<file path="config.mk">
export PLATFORM = sky130hd
export DESIGN_NAME = scg_clock_gen
export DESIGN_NICKNAME = d
export VERILOG_FILES = /design/src/core/scg_pkg.sv /design/src/core/scg_div_if.sv /design/src/core/scg_divider.sv /design/src/core/scg_clock_gen.sv
export SDC_FILE = /design/constraint.sdc
export NUM_CORES = 1
export LEC_CHECK = 0
export BUFFER_PORTS_ARGS = -buffer_cell sky130_fd_sc_hd__buf_4
export CAP_MARGIN = 20
export CELL_PAD_IN_SITES_DETAIL_PLACEMENT = 0
export CELL_PAD_IN_SITES_GLOBAL_PLACEMENT = 1
export CORE_ASPECT_RATIO = 0.6
export CORE_MARGIN = 3
export CORE_UTILIZATION = 37
export CTS_CLUSTER_SIZE = 24
export DETAILED_ROUTE_END_ITERATION = 12
export PLACE_DENSITY_LB_ADDON = 0.08
export REMOVE_ABC_BUFFERS = 1
export SYNTH_ARGS = -nofsm -noshare
export SYNTH_HDL_FRONTEND = slang
export SYNTH_SLANG_ARGS = --single-unit
</file>
<file path="constraint.sdc">
create_clock -name clk -period 2.5 [get_ports clk]
set_input_delay 0.625 -clock clk [delete_from_list [all_inputs] [get_ports clk]]
set_output_delay 0.625 -clock clk [all_outputs]
set_load 0.005 [all_outputs]
</file>
<file path="src/core/scg_pkg.sv">
package scg_pkg;
  // ****************************************
  // Control register layout and reset values
  // ****************************************
  localparam logic [7:0] PROC_CLK_RST  = 8'h02;
  localparam logic [7:0] SUBOSC_RST    = 8'h00;
  localparam logic [7:0] CSS_RST       = 8'h00;
  localparam int         MAIN_STOP_POS = 7;
  localparam int         MAIN_RATE_POS = 1;
  localparam int         FB_OFF_POS    = 1;
  localparam int         SUB_STOP_POS  = 0;
  localparam int         CSS_SEL_BIT   = 4;
  localparam int         CSS_STAT_BIT  = 5;

  // ****************************************
  // Divider taps and timing counts
  // ****************************************
  localparam int         DIV_W        = 8;
  localparam int         SLOW_TAP     = 1;
  localparam int         SW_W         = 10;
  localparam int         STAB_W       = 16;
  localparam logic [9:0] SW_MAIN_SLOW = 10'h004;
  localparam logic [9:0] SW_TO_MAIN   = 10'h002;
  localparam int         XT_FAST_SUB  = 306;
  localparam int         XT_SLOW_SUB  = 76;
  localparam int         RC_FAST_SUB  = 244;
  localparam int         RC_SLOW_SUB  = 61;
  localparam int         XT_STAB_EXP  = 15;
  localparam int         RC_STAB_EXP  = 7;
  localparam int         XT_STAB      = 2 ** XT_STAB_EXP;
  localparam int         RC_STAB      = 2 ** RC_STAB_EXP;

  typedef enum logic [1:0] {
    ST_STAB,
    ST_RUN,
    ST_SWITCH,
    ST_STOP
  } scg_state_t;
endpackage

</file>
<file path="src/core/scg_div_if.sv">
`timescale 1ns/10ps
interface scg_div_if;
  logic                     main_tick;
  logic                     run;
  logic [scg_pkg::DIV_W-1:0] div_ticks;

  modport ctrl (
    output main_tick,
    output run,
    input  div_ticks
  );
  modport div (
    input  main_tick,
    input  run,
    output div_ticks
  );
endinterface

</file>
<file path="src/core/scg_divider.sv">
`timescale 1ns/10ps
module scg_divider (
  input wire logic clk,
  input wire logic reset,
  scg_div_if.div   bus
);
  logic [scg_pkg::DIV_W-1:0] cnt_reg;
  logic                      carry;

  // ****************************************
  // Binary prescaler on the main oscillator
  // ****************************************
  always_ff @(posedge clk) begin
    if (reset || !bus.run) begin
      cnt_reg <= '0;
    end else if (bus.main_tick) begin
      cnt_reg <= cnt_reg + 1'b1;
    end
  end

  // Tap i pulses once every 2^(i+1) main ticks; a ripple avoids variable part-selects
  always_comb begin
    carry = bus.run && bus.main_tick;
    for (int i = 0; i < scg_pkg::DIV_W; i++) begin
      carry            = carry && cnt_reg[i];
      bus.div_ticks[i] = carry;
    end
  end

  AST_DIV_STOPPED: assert property (@(posedge clk) disable iff (reset)
    !bus.run |-> bus.div_ticks == '0)
    else $error("divider ticks while main oscillator stopped");
endmodule

</file>
<file path="src/core/scg_clock_gen.sv">
// Summary of operation
// - Reset selects slow main rate, control 02H
// - Main oscillator stopped while reset held
// - Three CPU rates chosen by two registers
// - Feedback resistor select bit disconnects resistor
// - Sub stop bit halts subsystem oscillator
// - Select bit moves CPU to subsystem clock
// - Main stop bit halts main on subclock
// - Clearing main stop bit restarts main oscillator
// - On main clock, STOP and HALT allowed
// - On subclock, HALT allowed, STOP refused
// - Divider derives CPU and peripheral clocks
// - Subclock feeds only timers, watch, LCD
// - Other peripherals stop with main clock, except externally clocked ones
// - Old clock persists a bounded time
// - Crystal switch limits 4, 2, 306, 76
// - RC switch limits 244, 61, 4, 2
// - Limits counted in old CPU clocks
// - Crystal reset release waits 2^15 periods
// - RC reset release waits 2^7 periods
// - Read-only status shows subclock in use
`timescale 1ns/10ps
module scg_clock_gen #(
  parameter bit          RC_OSC      = 1'b0,
  parameter int unsigned STAB_CYCLES = RC_OSC ? scg_pkg::RC_STAB : scg_pkg::XT_STAB,
  parameter int unsigned SUB_FROM_FAST = RC_OSC ? scg_pkg::RC_FAST_SUB : scg_pkg::XT_FAST_SUB,
  parameter int unsigned SUB_FROM_SLOW = RC_OSC ? scg_pkg::RC_SLOW_SUB : scg_pkg::XT_SLOW_SUB,
  parameter int unsigned NUM_PERIPH  = scg_pkg::DIV_W
) (
  input  wire logic                  clk,
  input  wire logic                  reset,
  input  wire logic                  main_osc_tick,
  input  wire logic                  sub_osc_tick,
  input  wire logic                  ext_clk_tick,
  input  wire logic                  ext_clk_sel,
  input  wire logic                  proc_clk_wr,
  input  wire logic                  subosc_wr,
  input  wire logic                  css_wr,
  input  wire logic [7:0]            wdata,
  input  wire logic                  stop_req,
  input  wire logic                  halt_req,
  input  wire logic                  wake,
  output logic      [7:0]            processor_clock_ctrl,
  output logic      [7:0]            suboscillator_mode_reg,
  output logic      [7:0]            subclock_ctrl,
  output logic                       active_clock_status,
  output logic                       main_osc_enable,
  output logic                       sub_osc_enable,
  output logic                       feedback_resistor_off,
  output logic                       cpu_clk_en,
  output logic                       cpu_ready,
  output logic                       stop_mode,
  output logic                       halt_mode,
  output logic [NUM_PERIPH-1:0]      periph_tick,
  output logic [3:0]                 sub_periph_tick
);
  // ****************************************
  // Declarations
  // ****************************************
  scg_div_if                        dbus ();
  scg_pkg::scg_state_t              state_reg;
  logic                             main_osc_stop_bit;
  logic                             main_rate_select_bit;
  logic                             oscillator_select_bit;
  logic                             sub_stop_reg;
  logic                             fb_off_reg;
  logic                             act_sub_reg;
  logic                             act_rate_reg;
  logic                             sub_half_reg;
  logic [scg_pkg::SW_W-1:0]         sw_cnt_reg;
  logic [scg_pkg::SW_W-1:0]         sw_lim_reg;
  logic [scg_pkg::STAB_W-1:0]       stab_cnt_reg;
  logic                             halt_reg;
  logic                             main_run;
  logic                             old_tick;
  logic                             sub_cpu_tick;
  logic                             req_differs;

  localparam logic [scg_pkg::STAB_W-1:0] STAB_LAST = scg_pkg::STAB_W'(STAB_CYCLES - 1);
  localparam logic [scg_pkg::SW_W-1:0]   LIM_FAST  = scg_pkg::SW_W'(SUB_FROM_FAST);
  localparam logic [scg_pkg::SW_W-1:0]   LIM_SLOW  = scg_pkg::SW_W'(SUB_FROM_SLOW);

  // Tick of the CPU clock for a given selection
  function automatic logic rate_tick(input logic sub, input logic rate,
                                     input logic mtick, input logic stick,
                                     input logic slow);
    if (sub) begin
      rate_tick = stick;
    end else if (rate) begin
      rate_tick = slow;
    end else begin
      rate_tick = mtick;
    end
  endfunction

  // Worst-case switch time in clocks of the selection being left
  function automatic logic [scg_pkg::SW_W-1:0] switch_limit(input logic old_sub,
                                                            input logic old_rate,
                                                            input logic new_sub);
    if (old_sub || (!new_sub && old_rate)) begin
      switch_limit = scg_pkg::SW_TO_MAIN;
    end else if (!new_sub) begin
      switch_limit = scg_pkg::SW_MAIN_SLOW;
    end else if (old_rate) begin
      switch_limit = LIM_SLOW;
    end else begin
      switch_limit = LIM_FAST;
    end
  endfunction

  // ****************************************
  // Oscillator control and divider
  // ****************************************
  // Main stop only bites while the CPU really runs from the subclock
  assign main_run = !reset && state_reg != scg_pkg::ST_STOP
                    && !(main_osc_stop_bit && act_sub_reg);
  assign dbus.main_tick = main_osc_tick;
  assign dbus.run       = main_run;

  scg_divider u_div (
    .clk   (clk),
    .reset (reset),
    .bus   (dbus.div)
  );

  // Subclock CPU rate is half the subsystem oscillator
  always_ff @(posedge clk) begin
    if (reset || sub_stop_reg) begin
      sub_half_reg <= 1'b0;
    end else if (sub_osc_tick) begin
      sub_half_reg <= !sub_half_reg;
    end
  end

  assign sub_cpu_tick = sub_osc_tick && sub_half_reg && !sub_stop_reg;
  assign old_tick     = rate_tick(act_sub_reg, act_rate_reg, main_osc_tick && main_run,
                                  sub_cpu_tick, dbus.div_ticks[scg_pkg::SLOW_TAP]);
  assign req_differs  = (oscillator_select_bit != act_sub_reg)
                        || (!oscillator_select_bit && main_rate_select_bit != act_rate_reg);

  // ****************************************
  // Control registers
  // ****************************************
  always_ff @(posedge clk) begin
    if (reset) begin
      main_osc_stop_bit    <= scg_pkg::PROC_CLK_RST[scg_pkg::MAIN_STOP_POS];
      main_rate_select_bit <= scg_pkg::PROC_CLK_RST[scg_pkg::MAIN_RATE_POS];
    end else if (proc_clk_wr) begin
      main_osc_stop_bit    <= wdata[scg_pkg::MAIN_STOP_POS];
      main_rate_select_bit <= wdata[scg_pkg::MAIN_RATE_POS];
    end
  end

  always_ff @(posedge clk) begin
    if (reset) begin
      fb_off_reg   <= scg_pkg::SUBOSC_RST[scg_pkg::FB_OFF_POS];
      sub_stop_reg <= scg_pkg::SUBOSC_RST[scg_pkg::SUB_STOP_POS];
    end else if (subosc_wr) begin
      fb_off_reg   <= wdata[scg_pkg::FB_OFF_POS];
      sub_stop_reg <= wdata[scg_pkg::SUB_STOP_POS];
    end
  end

  // Software must only pick the subclock once it oscillates stably
  always_ff @(posedge clk) begin
    if (reset) begin
      oscillator_select_bit <= scg_pkg::CSS_RST[scg_pkg::CSS_SEL_BIT];
    end else if (css_wr) begin
      oscillator_select_bit <= wdata[scg_pkg::CSS_SEL_BIT];
    end
  end

  // ****************************************
  // Sequencer: stabilization, run, switch, stop
  // ****************************************
  always_ff @(posedge clk) begin
    if (reset) begin
      state_reg    <= scg_pkg::ST_STAB;
      stab_cnt_reg <= '0;
      sw_cnt_reg   <= '0;
      sw_lim_reg   <= '0;
      act_sub_reg  <= scg_pkg::CSS_RST[scg_pkg::CSS_SEL_BIT];
      act_rate_reg <= scg_pkg::PROC_CLK_RST[scg_pkg::MAIN_RATE_POS];
    end else begin
      case (state_reg)
        scg_pkg::ST_STAB: begin
          // Only a reset or STOP release gets an automatic wait
          if (main_osc_tick) begin
            if (stab_cnt_reg == STAB_LAST) begin
              state_reg <= scg_pkg::ST_RUN;
            end else begin
              stab_cnt_reg <= stab_cnt_reg + 1'b1;
            end
          end
        end
        scg_pkg::ST_RUN: begin
          if (stop_req && !act_sub_reg && !halt_reg) begin
            state_reg <= scg_pkg::ST_STOP;
          end else if (req_differs) begin
            state_reg  <= scg_pkg::ST_SWITCH;
            sw_cnt_reg <= '0;
            sw_lim_reg <= switch_limit(act_sub_reg, act_rate_reg, oscillator_select_bit);
          end
        end
        scg_pkg::ST_SWITCH: begin
          // Old clock keeps running until the worst-case count elapses
          if (old_tick) begin
            if (sw_cnt_reg + 1'b1 >= sw_lim_reg) begin
              act_sub_reg  <= oscillator_select_bit;
              act_rate_reg <= main_rate_select_bit;
              state_reg    <= scg_pkg::ST_RUN;
            end else begin
              sw_cnt_reg <= sw_cnt_reg + 1'b1;
            end
          end
        end
        scg_pkg::ST_STOP: begin
          if (wake) begin
            state_reg    <= scg_pkg::ST_STAB;
            stab_cnt_reg <= '0;
          end
        end
        default: begin
          state_reg <= scg_pkg::ST_STAB;
        end
      endcase
    end
  end

  // HALT gates only the CPU; allowed on either clock; a request beats a same-cycle wake
  always_ff @(posedge clk) begin
    if (reset) begin
      halt_reg <= 1'b0;
    end else if (halt_req && state_reg == scg_pkg::ST_RUN) begin
      halt_reg <= 1'b1;
    end else if (wake) begin
      halt_reg <= 1'b0;
    end
  end

  // ****************************************
  // Registered outputs
  // ****************************************
  always_ff @(posedge clk) begin
    if (reset) begin
      processor_clock_ctrl   <= scg_pkg::PROC_CLK_RST;
      suboscillator_mode_reg <= scg_pkg::SUBOSC_RST;
      subclock_ctrl          <= scg_pkg::CSS_RST;
      active_clock_status    <= 1'b0;
    end else begin
      processor_clock_ctrl   <= '0;
      processor_clock_ctrl[scg_pkg::MAIN_STOP_POS] <= main_osc_stop_bit;
      processor_clock_ctrl[scg_pkg::MAIN_RATE_POS] <= main_rate_select_bit;
      suboscillator_mode_reg <= '0;
      suboscillator_mode_reg[scg_pkg::FB_OFF_POS]   <= fb_off_reg;
      suboscillator_mode_reg[scg_pkg::SUB_STOP_POS] <= sub_stop_reg;
      subclock_ctrl          <= '0;
      subclock_ctrl[scg_pkg::CSS_SEL_BIT]  <= oscillator_select_bit;
      subclock_ctrl[scg_pkg::CSS_STAT_BIT] <= act_sub_reg;
      active_clock_status    <= act_sub_reg;
    end
  end

  always_ff @(posedge clk) begin
    if (reset) begin
      main_osc_enable       <= 1'b0;
      sub_osc_enable        <= 1'b0;
      feedback_resistor_off <= 1'b0;
    end else begin
      main_osc_enable       <= main_run;
      sub_osc_enable        <= !sub_stop_reg;
      feedback_resistor_off <= fb_off_reg;
    end
  end

  always_ff @(posedge clk) begin
    if (reset) begin
      cpu_clk_en <= 1'b0;
      cpu_ready  <= 1'b0;
      stop_mode  <= 1'b0;
      halt_mode  <= 1'b0;
    end else begin
      cpu_clk_en <= old_tick && !halt_reg
                    && (state_reg == scg_pkg::ST_RUN || state_reg == scg_pkg::ST_SWITCH);
      cpu_ready  <= state_reg == scg_pkg::ST_RUN || state_reg == scg_pkg::ST_SWITCH;
      stop_mode  <= state_reg == scg_pkg::ST_STOP;
      halt_mode  <= halt_reg;
    end
  end

  // External-clocked peripherals keep counting with main stopped
  always_ff @(posedge clk) begin
    if (reset) begin
      periph_tick     <= '0;
      sub_periph_tick <= '0;
    end else begin
      for (int i = 0; i < NUM_PERIPH; i++) begin
        periph_tick[i] <= ext_clk_sel ? ext_clk_tick
                          : dbus.div_ticks[i] && state_reg != scg_pkg::ST_STAB;
      end
      sub_periph_tick <= {4{sub_osc_tick && !sub_stop_reg}};
    end
  end

  // ****************************************
  // Checks
  // ****************************************
  AST_RESET_SLOW: assert property (@(posedge clk)
    reset |=> processor_clock_ctrl == scg_pkg::PROC_CLK_RST && !active_clock_status)
    else $error("reset did not select slow main rate");
  AST_RESET_OSC_OFF: assert property (@(posedge clk)
    reset |=> !main_osc_enable)
    else $error("main oscillator enabled during reset");
  AST_FB_OFF_OUT: assert property (@(posedge clk) disable iff (reset)
    subosc_wr |=> ##1 feedback_resistor_off == $past(wdata[scg_pkg::FB_OFF_POS], 2))
    else $error("feedback resistor output does not follow write");
  AST_SUB_STOP: assert property (@(posedge clk) disable iff (reset)
    subosc_wr && wdata[scg_pkg::SUB_STOP_POS] |=> ##1 !sub_osc_enable ##1 sub_periph_tick == '0)
    else $error("subsystem oscillator not stopped");
  AST_MAIN_STOP: assert property (@(posedge clk) disable iff (reset)
    main_osc_stop_bit && act_sub_reg |=> !main_osc_enable)
    else $error("main oscillator runs with stop bit on subclock");
  AST_MAIN_RESTART: assert property (@(posedge clk) disable iff (reset)
    proc_clk_wr && !wdata[scg_pkg::MAIN_STOP_POS] && state_reg != scg_pkg::ST_STOP
    && !stop_req |=> ##1 main_osc_enable)
    else $error("main oscillator did not restart");
  AST_NO_STOP_ON_SUB: assert property (@(posedge clk) disable iff (reset)
    state_reg == scg_pkg::ST_RUN && act_sub_reg |=> state_reg != scg_pkg::ST_STOP)
    else $error("STOP entered on subsystem clock");
  AST_STOP_ON_MAIN: assert property (@(posedge clk) disable iff (reset)
    state_reg == scg_pkg::ST_RUN && !act_sub_reg && stop_req && !halt_reg
    |=> ##1 stop_mode)
    else $error("STOP refused on main clock");
  AST_SWITCH_BOUND: assert property (@(posedge clk) disable iff (reset)
    state_reg == scg_pkg::ST_SWITCH |-> sw_cnt_reg < sw_lim_reg)
    else $error("clock switch exceeded its old-clock limit");
  AST_STATUS_HOLD: assert property (@(posedge clk) disable iff (reset)
    css_wr && state_reg == scg_pkg::ST_RUN |=> $stable(act_sub_reg))
    else $error("status changed on select write");
  AST_STAB_WAIT: assert property (@(posedge clk) disable iff (reset)
    state_reg == scg_pkg::ST_STAB |-> !cpu_ready || $past(state_reg) != scg_pkg::ST_STAB)
    else $error("CPU released during stabilization");
endmodule

</file>
==> impl_metrics.tcl <==
set metrics [dict create \
    status "finished, final reports clean" \
    io_buffers 41 \
    arrival_ns 2.63 \
    r2r_cells 10 \
    dieWidth_um 129.7 \
    report.final.slew_viol_count 0 \
    power.share.sequential 0.408 \
    internal_power_mw 2.268 \
    grt_pass1_wl_mm 12.69 \
    worstSetupEndpointType "register" \
    routedWlPerCell_um 14.01 \
    core_mm2 0.008718 \
    root_buffer "clkbuf_16" \
    crit_required_ns 2.71 \
    total_power_mw 2.825 \
    layout-drive-gt1-share 0.2382 \
    r2r_setup_slack_ns 0.09 \
    largest_register_ffs 16 \
    layout_setup_ws_ns 0.08579 \
    viasPerCell 4.826 \
    finalSetupViolCount 0 \
    grtUsageTotal 0.1567 \
    vias 2688 \
    netlist_area_mm2 0.003400 \
    ios 64 \
    synth_seq_cells 70 \
    place_ws_ns -0.1646 \
    num_rows 26 \
    first_pass_iters 4 \
    avgSynthCellArea_um2 8.807 \
    first_global_vias 2539 \
    regArea_mm2 0.001405 \
    clock_sinks 70 \
    p_leak_nw 1.831 \
    cts_tree "built" \
    p_sw_frac 0.1973 \
    die_area_mm2 0.01041 \
    clock_latency_ns 0.33 \
    ys_seq_area_frac 0.4122 \
    clock.fmax_ghz 0.4142 \
    drtIter0Drc 184 \
    fin_skew_ns 0.006320 \
    fill_cells 835 \
    clk_pin_slew_ns 0.06 \
    synth.distinct_cells 52 \
    antennaDiodeCount 0 \
    start_util 0.3899 \
    drc 0 \
    nets 475 \
    r2r_end "act_sub_reg" \
    yosysWarnings 0 \
    dpl.hpwl_mm 5.588 \
    hp-class "register to register" \
    synthCells 386 \
    holdCritStartpoint "fb_off_reg" \
    net-switching-power_uw 557.4 \
    multi_input_area_mm2 0.001827 \
    start_kind "register" \
    period_minus_slack_ns 2.414 \
    die_y_um 80.25 \
    hold_depth 1 \
    ant_nets 0 \
    fin_crit_sh 0.9657 \
    place.gp.congestion 0.7857 \
    clockBufferDepth 2 \
    grt_max_degree 38 \
    cts.htree.levels 3 \
    numCtsBuffers 9 \
    antenna_found_initial 0 \
    syn_to_final_growth_pct 26.13 \
    clock_power_share 0.545 \
    combPwrFrac 0.047 \
    path_max_fanout 5 \
    wl_mm 7.805 \
    ir_drop_v 0.0002990 \
    holdBufCountCts 0 \
    hold_end "suboscillator_mode_reg[1]" \
    power_density_mw_per_mm2 658.9 \
    overflow 0 \
    finalHoldViolCount 0 \
    max_cap_viol_count 0 \
    r2r-start "sw_cnt_reg[1]" \
    worst-setup-path-type "register to register" \
]
[through the flow]
stage               setup TNS (ns)  cell area, um^2  utilization  hold slack [ns]  std cells
floorplan                        0             3212            -           0.4359        367
global placement          -0.07167             3817       0.4379           0.4546        541
detailed placement         -0.3252             3817       0.4379           0.4649        541
CTS                              0             4207       0.4825           0.4701        556
global route              -0.01878             4288       0.4918           0.5004        557
finish                           0             4288       0.4918           0.4661        557
[logic make-up (layout without fill, tap and decap cells)]
logic type	count (synthesis)	in the layout	synth area share
buffers and inverters	58	100	0.09827
adders and majority gates	14	14	0.05153
AOI/OAI and AO/OA	56	56	0.1226
xor gates and xnor gates	27	27	0.06956
and+or+nand+nor	150	150	0.2149
muxes	10	10	0.02981
other	1	18	0.001103
DFF	70	70	0.4122
[worst max-delay path by stage]
stage                        startpoint     endpoint  slack (ns)  depth (start not counted)
after detailed placement  sw_cnt_reg[0]  act_sub_reg       -0.16                         10
after floorplan           sw_cnt_reg[0]  act_sub_reg        0.04                         10
final                     sw_cnt_reg[1]  act_sub_reg        0.09                         10
after CTS                 sw_cnt_reg[0]  act_sub_reg       0.001                         10
after global placement    sw_cnt_reg[0]  act_sub_reg       -0.07                         10
after global routing      sw_cnt_reg[0]  act_sub_reg       -0.02                         11
[worst max-delay path, stage by stage, from the launching register on]
cell and delay [ns]:
dfxtp_2 0.35, ha_4 0.14, buf_4 0.10, and3_4 0.19, nand3_2 0.09, xnor2_2 0.16
ha_1 0.32, nand4_1 0.12, a31o_4 0.28, a21oi_4 0.18, mux2_2 0.35
[metal layers]
| layer | global-route usage | wire (um) | share of wire |
|---|---|---|---|
| met5 | 0 | 0 | 0 |
| met4 | 0.03734 | 23 | 0.0029 |
| met3 | 0.04385 | 273 | 0.035 |
| met2 | 0.2158 | 3191 | 0.41 |
| met1 | 0.2367 | 4316 | 0.55 |
[cell usage in the layout, fill, tap and decap left out, types with 3 or more instances in the layout]
master     Yosys  final
mux2i_1        9      9
nor3_1         8      8
nand3_1       15     14
xnor2_1       11      9
o32ai_2        2      5
conb_1         1     18
dfxtp_2        0      3
o21ai_0        8      7
and2_1         5      5
a21oi_1       14     12
nor2b_1       10     10
buf_4         28     63
nand2b_1       3      3
nand2_1       37     36
ha_1          14     13
nand4_1        8      8
o21a_1         3      3
a22oi_1        4      4
bufinv_16      0      4
and3_1         6      5
o211ai_1       4      4
nor3b_1        3      3
xor2_1        16     16
clkbuf_16      0      9
nor2_1        43     43
inv_1         21     21
dfxtp_1       70     67
and4_1         3      3
[layout make-up]
cell class	instances	share of cell area
clock buffer	9	0.05252
sequential	70	0.3277
tap	112	0.03268
timing repair buffer	63	0.1103
multi-input combinational	275	0.4260
clock inverter	6	0.03151
inverter	22	0.01926
[power by group through the flow]
stage / registers [mW] / logic, mW / clock network [mW]
after global routing: 1.16 / 0.148 / 1.62
after CTS: 1.15 / 0.132 / 1.57
after floorplan: 1.18 / 0.0563 / 0
final: 1.15 / 0.132 / 1.54
after global placement: 1.18 / 0.131 / 0
after detailed placement: 1.18 / 0.131 / 0
[synthesized netlist by cell type (all sizes together)]
library cell	n	area share
a32oi	2	0.0052
and3	6	0.011
mux2i	9	0.027
o21bai	1	0.0022
clkbuf	5	0.0059
or4b	1	0.0029
or4	1	0.0022
and2	5	0.0092
a221o	1	0.0029
nand2	38	0.044
a21boi	1	0.0022
or2	2	0.0037
o2111ai	1	0.0026
buf	31	0.068
conb	1	0.0011
o31ai	1	0.0022
and4	3	0.0077
nand2b	3	0.0055
a2111oi	2	0.011
o22ai	2	0.0037
a21o	1	0.0022
a21oi	15	0.023
o211ai	4	0.0088
nor3	8	0.012
nand3	15	0.022
o32ai	5	0.017
o21a	3	0.0066
mux2	1	0.0033
inv	22	0.024
nand4	8	0.015
a22oi	4	0.0088
nor4	2	0.0037
or3	2	0.0037
nor3b	3	0.0066
xor2	16	0.041
xnor2	11	0.028
dfxtp	70	0.41
a31o	3	0.0077
o21ai	9	0.014
a31oi	1	0.0018
nor2	43	0.047
ha	14	0.052
nor2b	10	0.018
[what timing repair did]
action	CTS	global route
endpoints found under the setup margin	5	13
pin swaps	0	7
resized for setup	5	15
buffers inserted	0	1
cloned	0	0
Note: power is estimated with default switching activity, not from simulation.
